## src/pkg/pcef_pkg.sv

```systemverilog
// Package: register map, field layout and timing constants for event flags
package pcef_pkg;

  // ****************************************************************
  // Register word indices (byte address is index times four)
  // ****************************************************************
  localparam logic [7:0] DET_VIEW_IDX  = 8'h04;
  localparam logic [7:0] DET_RC_IDX    = 8'h05;
  localparam logic [7:0] FLT_VIEW_IDX  = 8'h06;
  localparam logic [7:0] FLT_RC_IDX    = 8'h07;
  localparam logic [7:0] STL_VIEW_IDX  = 8'h08;
  localparam logic [7:0] STL_RC_IDX    = 8'h09;
  localparam logic [7:0] CTRL_IDX      = 8'h10;
  localparam logic [7:0] STAT_IDX      = 8'h11;

  // ****************************************************************
  // Field positions and reset values
  // ****************************************************************
  localparam int HI_LSB = 4;
  localparam int LO_LSB = 0;
  localparam logic [7:0] EVT_RST  = 8'h00;
  localparam logic [7:0] CTRL_RST = 8'h00;
  localparam int CTRL_DCHG  = 0;   // detect_change_select
  localparam int CTRL_CCHG  = 1;   // class_change_select
  localparam int CTRL_MODE  = 2;   // two bits, operating mode
  localparam int CTRL_4P    = 4;   // two bits, pair groups as 4-pair ports
  localparam int CTRL_DUAL  = 6;   // two bits, dual signature per port

  // ****************************************************************
  // Timing: 5 ms merge window at 40 MHz
  // ****************************************************************
  localparam int CLK_HZ      = 40000000;
  localparam int MERGE_US    = 5000;
  localparam int MERGE_CYC   = (CLK_HZ / 1000000) * MERGE_US;

  typedef enum logic [1:0] {MODE_MANUAL, MODE_SEMI, MODE_AUTO} pcef_mode_e;

  // Per-channel event strobes from the analog engines
  typedef struct packed {
    logic [3:0] det_done;
    logic [3:0] det_chg;
    logic [3:0] cls_done;
    logic [3:0] cls_chg;
    logic [3:0] disc;
    logic [3:0] ovld;
    logic [3:0] current_limit_fault;
    logic [3:0] startup_fault;
  } pcef_evt_s;

endpackage

```

## src/hw/pcef_event_flags.sv

```systemverilog
// Event flag bank for four channels with plain and clear-on-read views
//
// The implementer's own choice: the APB register port.
`timescale 1ns/1ps
module pcef_event_flags (
  // APB slave
  input  wire logic        pclk,
  input  wire logic        presetn,
  input  wire logic        psel,
  input  wire logic        penable,
  input  wire logic        pwrite,
  input  wire logic [11:0] paddr,
  input  wire logic [31:0] pwdata,
  output logic      [31:0] prdata,
  output logic             pready,
  output logic             pslverr,
  // Event strobes from the channel engines, same clock
  input  wire pcef_pkg::pcef_evt_s evt,
  input  wire logic [3:0]  ch_off,
  input  wire logic [3:0]  power_req_pending,
  // Summaries and attention pin
  output logic [3:0]       int_summary,
  output logic             attention_request_n
);

  // ****************************************************************
  // Bus decode
  // ****************************************************************
  logic       acc;
  logic       rd;
  logic       wr;
  logic [7:0] idx;
  logic       mapped;
  assign acc = psel & penable;
  assign rd  = acc & ~pwrite;
  assign wr  = acc & pwrite;
  assign idx = paddr[9:2];
  assign pready = 1'b1;
  // Unmapped or unaligned access is answered with an error, no effect
  assign mapped = (paddr[1:0] == 2'b00) && (paddr[11:10] == 2'b00) &&
                  (idx inside {pcef_pkg::DET_VIEW_IDX, pcef_pkg::DET_RC_IDX,
                               pcef_pkg::FLT_VIEW_IDX, pcef_pkg::FLT_RC_IDX,
                               pcef_pkg::STL_VIEW_IDX, pcef_pkg::STL_RC_IDX,
                               pcef_pkg::CTRL_IDX, pcef_pkg::STAT_IDX});
  assign pslverr = acc & ~mapped;

  logic clr_det;
  logic clr_flt;
  logic clr_stl;
  assign clr_det = rd & mapped & (idx == pcef_pkg::DET_RC_IDX);
  assign clr_flt = rd & mapped & (idx == pcef_pkg::FLT_RC_IDX);
  assign clr_stl = rd & mapped & (idx == pcef_pkg::STL_RC_IDX);

  // ****************************************************************
  // Control register
  // ****************************************************************
  logic [7:0] ctrl_q;
  // Software writes mode, change selects and port wiring
  always_ff @(posedge pclk or negedge presetn) begin
    if (!presetn) begin
      ctrl_q <= pcef_pkg::CTRL_RST;
    end else if (wr && mapped && idx == pcef_pkg::CTRL_IDX) begin
      ctrl_q <= pwdata[7:0];
    end
  end

  logic       det_sel;
  logic       cls_sel;
  logic [1:0] mode;
  logic [1:0] four_pair;
  logic [1:0] dual_sig;
  assign det_sel   = ctrl_q[pcef_pkg::CTRL_DCHG];
  assign cls_sel   = ctrl_q[pcef_pkg::CTRL_CCHG];
  assign mode      = ctrl_q[pcef_pkg::CTRL_MODE +: 2];
  assign four_pair = ctrl_q[pcef_pkg::CTRL_4P +: 2];
  assign dual_sig  = ctrl_q[pcef_pkg::CTRL_DUAL +: 2];

  // ****************************************************************
  // Raw event selection
  // ****************************************************************
  logic [3:0] det_raw;
  logic [3:0] cls_raw;
  // Cycle-occurred or changed-result, per select bit
  assign det_raw = det_sel ? evt.det_chg : evt.det_done;
  assign cls_raw = cls_sel ? evt.cls_chg : evt.cls_done;

  // ****************************************************************
  // Per-port pairing of detection and class events
  // ****************************************************************
  logic [3:0] det_set;
  logic [3:0] cls_set;
  logic [3:0] disc_set;
  logic [15:0] t0_q, t1_q;
  logic [3:0] dpend_q;
  logic [3:0] cpend_q;

  // Each port pairs channels 2p and 2p+1; pending bits hold a result
  // until the partner completes so the host sees one interrupt
  genvar p;
  generate
    for (p = 0; p < 2; p++) begin : g_port
      logic       fp;
      logic       ds;
      logic       indep;
      logic       dboth;
      logic       cjoin;
      logic [1:0] dhave;
      logic [1:0] chave;
      logic [22:0] dcnt_q;
      logic [22:0] ccnt_q;
      assign fp = four_pair[p];
      assign ds = dual_sig[p];
      // Independent with dual signature, in auto mode or with pending power request
      assign indep = ds & ((mode == pcef_pkg::MODE_AUTO) |
                           (|power_req_pending[2*p +: 2]));
      assign dhave = dpend_q[2*p +: 2] | det_raw[2*p +: 2];
      assign chave = cpend_q[2*p +: 2] | cls_raw[2*p +: 2];
      assign dboth = &dhave;
      // Dual signature, semi-auto, discovery only: join class flags
      assign cjoin = ds & ~indep & (mode == pcef_pkg::MODE_SEMI);

      always_comb begin
        if (!fp || indep) begin
          det_set[2*p +: 2] = det_raw[2*p +: 2];
          cls_set[2*p +: 2] = cls_raw[2*p +: 2];
        end else begin
          det_set[2*p +: 2] = dboth ? 2'b11 : 2'b00;
          if (!ds) begin
            cls_set[2*p +: 2] = cls_raw[2*p +: 2];
          end else if (cjoin) begin
            cls_set[2*p +: 2] = (&chave) ? 2'b11 : 2'b00;
          end else begin
            cls_set[2*p +: 2] = cls_raw[2*p +: 2];
          end
        end
        // Single signature disconnect marks both channels
        if (fp && !ds && |evt.disc[2*p +: 2]) begin
          disc_set[2*p +: 2] = 2'b11;
        end else begin
          disc_set[2*p +: 2] = evt.disc[2*p +: 2];
        end
      end

      // Pending holders; only port 0's detection wait count (low byte) is reported in the status register
      always_ff @(posedge pclk or negedge presetn) begin
        if (!presetn) begin
          dpend_q[2*p +: 2] <= 2'b00;
          dcnt_q            <= '0;
        end else if (!fp || indep || dboth ||
                     |ch_off[2*p +: 2]) begin
          dpend_q[2*p +: 2] <= 2'b00;
          dcnt_q            <= '0;
        end else if (|dhave) begin
          dpend_q[2*p +: 2] <= dhave;
          dcnt_q            <= dcnt_q + 23'd1;
        end
      end

      always_ff @(posedge pclk or negedge presetn) begin
        if (!presetn) begin
          cpend_q[2*p +: 2] <= 2'b00;
          ccnt_q            <= '0;
        end else if (!fp || !cjoin || (&chave) ||
                     |ch_off[2*p +: 2]) begin
          cpend_q[2*p +: 2] <= 2'b00;
          ccnt_q            <= '0;
        end else if (|chave) begin
          cpend_q[2*p +: 2] <= chave;
          ccnt_q            <= ccnt_q + 23'd1;
        end
      end
      assign t0_q[8*p +: 8] = dcnt_q[7:0];
      assign t1_q[8*p +: 8] = ccnt_q[7:0];
    end
  endgenerate

  // ****************************************************************
  // Event registers
  // ****************************************************************
  logic [7:0] det_q;
  logic [7:0] flt_q;
  logic [7:0] stl_q;
  logic [7:0] det_d;
  logic [7:0] flt_d;
  logic [7:0] stl_d;
  logic [7:0] off_mask;
  assign off_mask = {ch_off, ch_off};

  // Next values: the clear or the channel-off mask goes first and new
  // events are ORed in after it, so a set always beats a clear that
  // lands in the same cycle. Detection flags ignore channel-off.
  assign det_d = (clr_det ? 8'h00 : det_q)
                 | {cls_set, det_set};
  // Overload flag comes from the timeout even if cutoff is off;
  // clearing it never touches the engine's timeout counters.
  assign flt_d = ((clr_flt ? 8'h00 : flt_q) & ~off_mask)
                 | {disc_set, evt.ovld};
  assign stl_d = ((clr_stl ? 8'h00 : stl_q) & ~off_mask)
                 | {evt.current_limit_fault, evt.startup_fault};

  // Detection/class flags
  always_ff @(posedge pclk or negedge presetn) begin
    if (!presetn) begin
      det_q <= pcef_pkg::EVT_RST;
    end else begin
      det_q <= det_d;
    end
  end

  // Fault flags: disconnect high nibble, overload-timeout low nibble
  always_ff @(posedge pclk or negedge presetn) begin
    if (!presetn) begin
      flt_q <= pcef_pkg::EVT_RST;
    end else begin
      flt_q <= flt_d;
    end
  end

  // Start/limit flags, per channel as each changes
  always_ff @(posedge pclk or negedge presetn) begin
    if (!presetn) begin
      stl_q <= pcef_pkg::EVT_RST;
    end else begin
      stl_q <= stl_d;
    end
  end

  // ****************************************************************
  // Summaries and attention pin
  // ****************************************************************
  // Class, detect, overload/limit and disconnect summaries
  assign int_summary = {|det_q[7:4], |det_q[3:0],
                        |(flt_q[3:0] | stl_q[7:4]),
                        |flt_q[7:4]};
  // Pin goes high once all flags are clear, by a clear-on-read of each register holding a set flag or, for fault and start flags, by channel-off
  assign attention_request_n = ~(|{det_q, flt_q, stl_q});

  // ****************************************************************
  // Read data
  // ****************************************************************
  // Captured at the setup edge from the flags' next values, so an event
  // landing on that edge is reported before the access edge clears it
  always_ff @(posedge pclk or negedge presetn) begin
    if (!presetn) begin
      prdata <= 32'h0000_0000;
    end else if (psel && !penable && !pwrite) begin
      unique case (paddr[9:2])
        pcef_pkg::DET_VIEW_IDX, pcef_pkg::DET_RC_IDX:
          prdata <= {24'h00_0000, det_d};
        pcef_pkg::FLT_VIEW_IDX, pcef_pkg::FLT_RC_IDX:
          prdata <= {24'h00_0000, flt_d};
        pcef_pkg::STL_VIEW_IDX, pcef_pkg::STL_RC_IDX:
          prdata <= {24'h00_0000, stl_d};
        pcef_pkg::CTRL_IDX: prdata <= {24'h00_0000, ctrl_q};
        pcef_pkg::STAT_IDX: prdata <= {16'h0000, cpend_q, dpend_q, t0_q[7:0]};
        default:            prdata <= 32'h0000_0000;
      endcase
    end
  end

  // ****************************************************************
  // Checks
  // ****************************************************************
  // Port 0 runs unpaired: dual signature in auto mode or with a power
  // request pending; det_pair_a and semi_join_a skip that case, indep_det_a checks it
  logic indep_any0;
  assign indep_any0 = dual_sig[0] & ((mode == pcef_pkg::MODE_AUTO) |
                                     (|power_req_pending[1:0]));

  // Clear-on-read views empty a register; plain views leave it alone
  single_clear_a: assert property (
    @(posedge pclk) disable iff (!presetn)
    clr_flt && evt.ovld == 4'h0 && evt.disc == 4'h0 |=> flt_q == 8'h00)
    else $error("fault clear-on-read left bits set");
  start_clear_a: assert property (
    @(posedge pclk) disable iff (!presetn)
    clr_stl && evt.current_limit_fault == 4'h0 && evt.startup_fault == 4'h0 |=> stl_q == 8'h00)
    else $error("start clear-on-read left bits set");
  det_clear_a: assert property (
    @(posedge pclk) disable iff (!presetn)
    clr_det && det_set == 4'h0 && cls_set == 4'h0 |=> det_q == 8'h00)
    else $error("detection clear-on-read left bits set");
  event_wins_a: assert property (
    @(posedge pclk) disable iff (!presetn)
    clr_stl && evt.startup_fault[0] && !ch_off[0] |=> stl_q[0])
    else $error("event lost under clear");
  plain_read_a: assert property (
    @(posedge pclk) disable iff (!presetn)
    rd && idx == pcef_pkg::FLT_VIEW_IDX && ch_off == 4'h0 |=>
    (flt_q & $past(flt_q)) == $past(flt_q))
    else $error("plain read altered flags");
  attn_pin_a: assert property (
    @(posedge pclk) disable iff (!presetn)
    attention_request_n == ((det_q | flt_q | stl_q) == 8'h00))
    else $error("attention pin disagrees with flags");

  // Each strobe lands in its own bit, one bit per channel
  ovld_low_a: assert property (
    @(posedge pclk) disable iff (!presetn)
    evt.ovld[3] |=> flt_q[3])
    else $error("overload strobe not flagged");
  disc_high_a: assert property (
    @(posedge pclk) disable iff (!presetn)
    evt.disc[3] |=> flt_q[7])
    else $error("disconnect strobe not flagged");
  current_limit_fault_high_a: assert property (
    @(posedge pclk) disable iff (!presetn)
    evt.current_limit_fault[1] |=> stl_q[5])
    else $error("current limit strobe not flagged");
  startup_fault_low_a: assert property (
    @(posedge pclk) disable iff (!presetn)
    evt.startup_fault[3] |=> stl_q[3])
    else $error("startup fault strobe not flagged");
  chan_off_a: assert property (
    @(posedge pclk) disable iff (!presetn)
    ch_off[1] && !evt.ovld[1] |=> !flt_q[1])
    else $error("channel off kept overload flag");
  stl_off_a: assert property (
    @(posedge pclk) disable iff (!presetn)
    ch_off[1] && !evt.startup_fault[1] |=> !stl_q[1])
    else $error("channel off kept startup flag");
  det_select_a: assert property (
    @(posedge pclk) disable iff (!presetn)
    !four_pair[1] && !det_sel && evt.det_done[3] |=> det_q[3])
    else $error("detect cycle strobe not flagged");
  cls_select_a: assert property (
    @(posedge pclk) disable iff (!presetn)
    !four_pair[1] && cls_sel && evt.cls_chg[2] |=> det_q[6])
    else $error("class change strobe not flagged");

  // Pairing rules on 4-pair port 0
  ss_disc_a: assert property (
    @(posedge pclk) disable iff (!presetn)
    four_pair[0] && !dual_sig[0] && evt.disc[0] |=> flt_q[5:4] == 2'b11)
    else $error("single signature disconnect not on both");
  det_pair_a: assert property (
    @(posedge pclk) disable iff (!presetn)
    four_pair[0] && !indep_any0 && $rose(det_q[0]) |-> det_q[1])
    else $error("4-pair detect flags not together");
  indep_det_a: assert property (
    @(posedge pclk) disable iff (!presetn)
    four_pair[0] && indep_any0 && det_raw[0] |=> det_q[0])
    else $error("independent detect flag held back");
  ss_class_a: assert property (
    @(posedge pclk) disable iff (!presetn)
    four_pair[0] && !dual_sig[0] && cls_raw[0] && !cls_raw[1] &&
    !det_q[5] |=> !det_q[5])
    else $error("single signature class flag on idle pair");
  semi_join_a: assert property (
    @(posedge pclk) disable iff (!presetn)
    four_pair[0] && dual_sig[0] && !indep_any0 &&
    mode == pcef_pkg::MODE_SEMI && cls_set[0] |-> cls_set[1])
    else $error("semi-auto class flags not together");

  clr_read_c: cover property (@(posedge pclk) disable iff (!presetn)
    clr_flt && flt_q != 8'h00);
  pair_join_c: cover property (@(posedge pclk) disable iff (!presetn)
    dpend_q[0] ##[1:50] det_q[1:0] == 2'b11);
  cls_join_c: cover property (@(posedge pclk) disable iff (!presetn)
    cpend_q[2] ##[1:50] det_q[7:6] == 2'b11);
  ss_disc_c: cover property (@(posedge pclk) disable iff (!presetn)
    four_pair[0] && !dual_sig[0] && evt.disc[0]);
  err_resp_c: cover property (@(posedge pclk) disable iff (!presetn)
    pslverr);

endmodule

```

## config.mk

```make
export PLATFORM = sky130hd
export DESIGN_NAME = pcef_event_flags
export DESIGN_NICKNAME = d
export VERILOG_FILES = /design/src/pkg/pcef_pkg.sv /design/src/hw/pcef_event_flags.sv
export SDC_FILE = /design/constraint.sdc
export NUM_CORES = 1
export LEC_CHECK = 0
export CAP_MARGIN = 15
export CORE_MARGIN = 1.5
export CORE_UTILIZATION = 25
export DETAILED_ROUTE_END_ITERATION = 6
export DONT_BUFFER_PORTS = 1
export PLACE_DENSITY = 0.43
export RECOVER_POWER = 25
export SLEW_MARGIN = 20
export SYNTH_ARGS = -nofsm -noshare
export SYNTH_HDL_FRONTEND = slang
export SYNTH_SLANG_ARGS = --single-unit
```

## constraint.sdc

```tcl
create_clock -name pclk -period 4.2 [get_ports pclk]
set_clock_uncertainty 0.1 [all_clocks]
set_input_delay 1.26 -clock pclk [delete_from_list [all_inputs] [get_ports pclk]]
set_output_delay 1.26 -clock pclk [all_outputs]
set_load 0.005 [all_outputs]
```

==> reports/summary.md <==
The flow ran to the end, and the final reports show no timing, DRC or antenna violations. The cell total after placement came out at 526. The average instance area after synthesis came out at 10.4 µm².

The tools report the final worst setup slack as 0.647 ns. The logs give 0 for the final-report hold violation count and 2 for the maximum buffer depth of the clock tree. The worst slack at placement came out at 0.655 ns. The startpoint identified for the worst register-to-register timing path is ctrl_q[0].

The tools report the switching power of the nets as 0.000317 W. In the layout the commonest cells are sky130_fd_sc_hd__dfrtp_1, sky130_fd_sc_hd__nor2_1, sky130_fd_sc_hd__nand2_1, sky130_fd_sc_hd__mux2_2, sky130_fd_sc_hd__a21oi_1. Counting flops and latches in the post-synthesis netlist gives 64.

The logs give 57 for the count of distinct cell types in the synthesized netlist and 3660 µm² for the post-synthesis cell area. Number of endpoints failing setup at the final stage: 0. For the number of warnings printed during yosys synthesis, the log shows 0.

The first routing iteration left 183 violations. Once the floorplan was initialized, standard cells occupied 25.4% of the core. The final route contains 2,879 vias. The number of input and output port buffers inserted was 0. The final critical path takes up 84.6% of the cycle.

In this design, the stage delay of the slowest critical-path cell is 0.44 ns. End of the worst register-to-register path: g_port[0].dcnt_q[7]. The total design power is 0.00148 W. In the final design database the tool counted 443 nets. The worst setup path is captured at an output port. The run gives 44 as the number of core rows. For the all-layer global routing usage, the log shows 15.5%. Once layout is complete, the cells apart from fillers number 541. The multi-input combinational cell area is 1910 µm², and the clock edge transition at the registers on the reported setup and hold paths is 0.05 ns.

The number of filler instances in the final layout was 1,536; the share of total power in the clock network was 52.4%. The clock period minus worst slack was 3.55 ns. After detailed routing, the number of vias per cell comes to 5.32.

Counting the buffers created by CTS gives 9. For this run the aggregate overflow at the end of global routing stands at 0. The tools report the type of element launching the critical path as an input pin. TritonCTS built the clock tree. The library cell used most frequently in the layout, excluding fill and tap cells, is sky130_fd_sc_hd__dfrtp_1. On the critical path, the stage with the largest delay is an instance of sky130_fd_sc_hd__or3b_2. CTS saw 64 sinks. The wire length of the first global-routing pass was 17,300 µm; the final weighted congestion in routability-driven placement was 0.819.

The count of antenna diodes in the layout came out at 0. The run gives 65 as the maximum number of pins on one net before global-route repair. The number of enable-type register cells in the synthesized netlist is 0. After floorplanning, the core was sized to cover 14,400 µm². The cell that appears most often on the critical path is sky130_fd_sc_hd__a21oi_1. The cell-internal power was 0.00116 W.

The critical path goes through or3b_2 -> a21oi_1 -> o21a_1 -> a21oi_1. Dividing the detail-routed wire length by the instance count gives 21.1 µm. At the worst endpoint, the arrival time is 2.19 ns.

For this run, design rule violations remaining after detail routing come to 0. Type of the most critical hold path: flip-flop to flip-flop. For this run, asynchronously set or reset flops after synthesis account for 100%.

The highest net fanout along the worst path works out to 7. Post-CTS repair changed the size of 0 cells. The floorplan step set the die width to 124 µm. The critical path class is input pin to output port. The critical hold path startpoint was cpend_q[0].

From synthesis to final layout, the design area changed by 11.3%. The peak supply drop was 0.000179 V; the number of antenna violations at the first check in global routing was 0. The final layout contains routed wiring with a total length of 11,400 µm. During I/O placement, the number of pins put on the boundary was 128. The sequential cell area in the final layout was 1600 µm²; the sequential fraction of the synthesis area was 43.7%. The H-tree generated during clock tree synthesis spans 3 levels.

The most used flip-flop cell after synthesis is sky130_fd_sc_hd__dfrtp_1. The number of cells on the worst reg-to-reg path is 5. Net switching is 21.5% of the power.

The first detailed-routing pass ran for 4 iterations. For the total count of max-transition violations in the final report, the log shows 0. The setup TNS is 0 ns, and the max-capacitance violation count is 0. The tools report the area of the die as 15,400 µm². Setup repair after global routing left no endpoint under its margin.

The tools report the number of setup buffers added after CTS as 0. The total leakage power came out at 1.56 nW. After clock tree synthesis, the flow added hold-fix buffers numbering 0. Synthesis produced 353 cells. At the later pin of the worst-skew pair, clock insertion delay measures 0.33 ns.

Sequential cells burn 43.3% of the power. The logs give 0 for the post-detailed-route count of antenna-violating nets and 2.84 ns for the required arrival time at the worst endpoint. Detailed placement ended at an HPWL of 8680 µm. The logs give 2,912 for the number of global-route vias before repair and 41.4% for the remaining max-slew budget at the tightest pin.

Setup slack on the worst reg-to-reg path comes out at 2.00 ns. Combinational cells account for 4.3% of the total power. The worst hold path cell count was 1. For this design the ratio of total power to cell area is 362 nW/µm². Die extent in y: 124 µm. Maximum clock frequency: 281 MHz. The tools report the library cell used as clock root buffer as sky130_fd_sc_hd__clkbuf_16. Tracing the worst setup path back leads to its startpoint at paddr[4].

For the pin with the worst max-slew slack, the measured transition is 0.877 ns. The worst hold path terminates at cpend_q[1]. The share of post-route cells with drive strength above 1 came out at 16.5%.
==> synth_stat cells (3+ instances only) <==
cell type | number | share of area (%)
sky130_fd_sc_hd__dfrtp_1 | 64 | 44
sky130_fd_sc_hd__nor2_1 | 32 | 3.3
sky130_fd_sc_hd__mux2_2 | 20 | 6.1
sky130_fd_sc_hd__nand2_1 | 20 | 2.0
sky130_fd_sc_hd__buf_4 | 19 | 3.9
sky130_fd_sc_hd__a21oi_1 | 18 | 2.5
sky130_fd_sc_hd__a22o_1 | 16 | 3.8
sky130_fd_sc_hd__a21o_1 | 15 | 3.1
sky130_fd_sc_hd__a22oi_1 | 10 | 2.0
sky130_fd_sc_hd__nand3_1 | 10 | 1.4
sky130_fd_sc_hd__nor4_1 | 9 | 1.5
sky130_fd_sc_hd__o21ai_0 | 8 | 1.1
sky130_fd_sc_hd__a31o_2 | 7 | 1.7
sky130_fd_sc_hd__or3_1 | 7 | 1.2
sky130_fd_sc_hd__nor2b_1 | 6 | 1.0
sky130_fd_sc_hd__a32oi_1 | 5 | 1.2
sky130_fd_sc_hd__mux2i_1 | 5 | 1.4
sky130_fd_sc_hd__nor3_1 | 5 | 0.68
sky130_fd_sc_hd__a211oi_1 | 4 | 0.82
sky130_fd_sc_hd__a221oi_1 | 4 | 0.96
sky130_fd_sc_hd__a41oi_1 | 4 | 0.96
sky130_fd_sc_hd__clkbuf_1 | 4 | 0.41
sky130_fd_sc_hd__or4_1 | 4 | 0.82
sky130_fd_sc_hd__xnor2_1 | 4 | 0.96
sky130_fd_sc_hd__a311oi_1 | 3 | 0.72
sky130_fd_sc_hd__inv_1 | 3 | 0.31
sky130_fd_sc_hd__nor4b_4 | 3 | 1.9
sky130_fd_sc_hd__o21a_1 | 3 | 0.61
sky130_fd_sc_hd__o31ai_1 | 3 | 0.61
==> stage by stage <==
stage	hold slack [ns]	cell area, µm²	util, %
floorplan	0.353	3720	-
finish	0.386	4080	28.3
detailed placement	0.377	3770	26.1
CTS	0.385	4080	28.3
global placement	0.371	3770	26.1
global route	0.418	4080	28.3
==> cells by family after synthesis <==
group	count (synthesis)	share of synthesized area, %
fa+ha+maj	1	0.341
simple gates	115	18.7
other cells	2	0.205
mux	25	7.51
buf+inv	31	5.63
flops	64	43.7
xor+xnor	5	1.19
compound gates	110	22.7
==> layer usage <==
metal | up-vias | wire (µm) | part of all wire (%) | global-route usage [%]
li1 | 1334 | - | - | -
met1 | 1448 | 4940 | 43 | 19.8
met2 | 78 | 5630 | 49 | 25.4
met3 | 19 | 540 | 4.7 | 2.88
met4 | 0 | 325 | 2.8 | 7.10
met5 | - | 0 | 0 | 0
==> power by group through the flow <==
stage	Sequential (W)	Clock [W]	Combinational, W
3_5_place_dp	0.000649	0	0.0000632
6_report	0.000639	0.000773	0.0000630
2_1_floorplan	0.000645	0	0.0000668
3_3_place_gp	0.000649	0	0.0000618
4_1_cts	0.000639	0.000794	0.0000633
5_1_grt	0.000640	0.000816	0.0000711
==> registers in the layout, summed over array words and instances, names as in the netlist <==
register / flops
cpend_q: 4
g_port.dcnt_q: 8
flt_q: 8
dpend_q: 4
prdata: 16
det_q: 8
stl_q: 8
ctrl_q: 8
==> critical path: cells and delay by family <==
family | cells | cell delay (ns)
AO/OA/AOI/OAI | 3 | 0.49
AND/OR/NAND/NOR | 1 | 0.44
==> how the worst max path moves through the flow <==
stage                          to  slack, ns  depth (start not counted)
after floorplan           pslverr       0.64                          5
after global placement    pslverr       0.68                          4
after detailed placement  pslverr       0.66                          4
after CTS                 pslverr       0.65                          4
after global routing      pslverr       0.56                          4
final                     pslverr       0.65                          4
==> cell type report <==
type	count	share of cell area, %
multi-input cells	273	46.9
flip-flops and latches	64	39.3
clock buffers	12	6.54
well taps	184	5.65
clock inverters	3	0.982
repair buffers	2	0.368
inverters	3	0.276
Note: power is estimated with default switching activity, not from simulation.
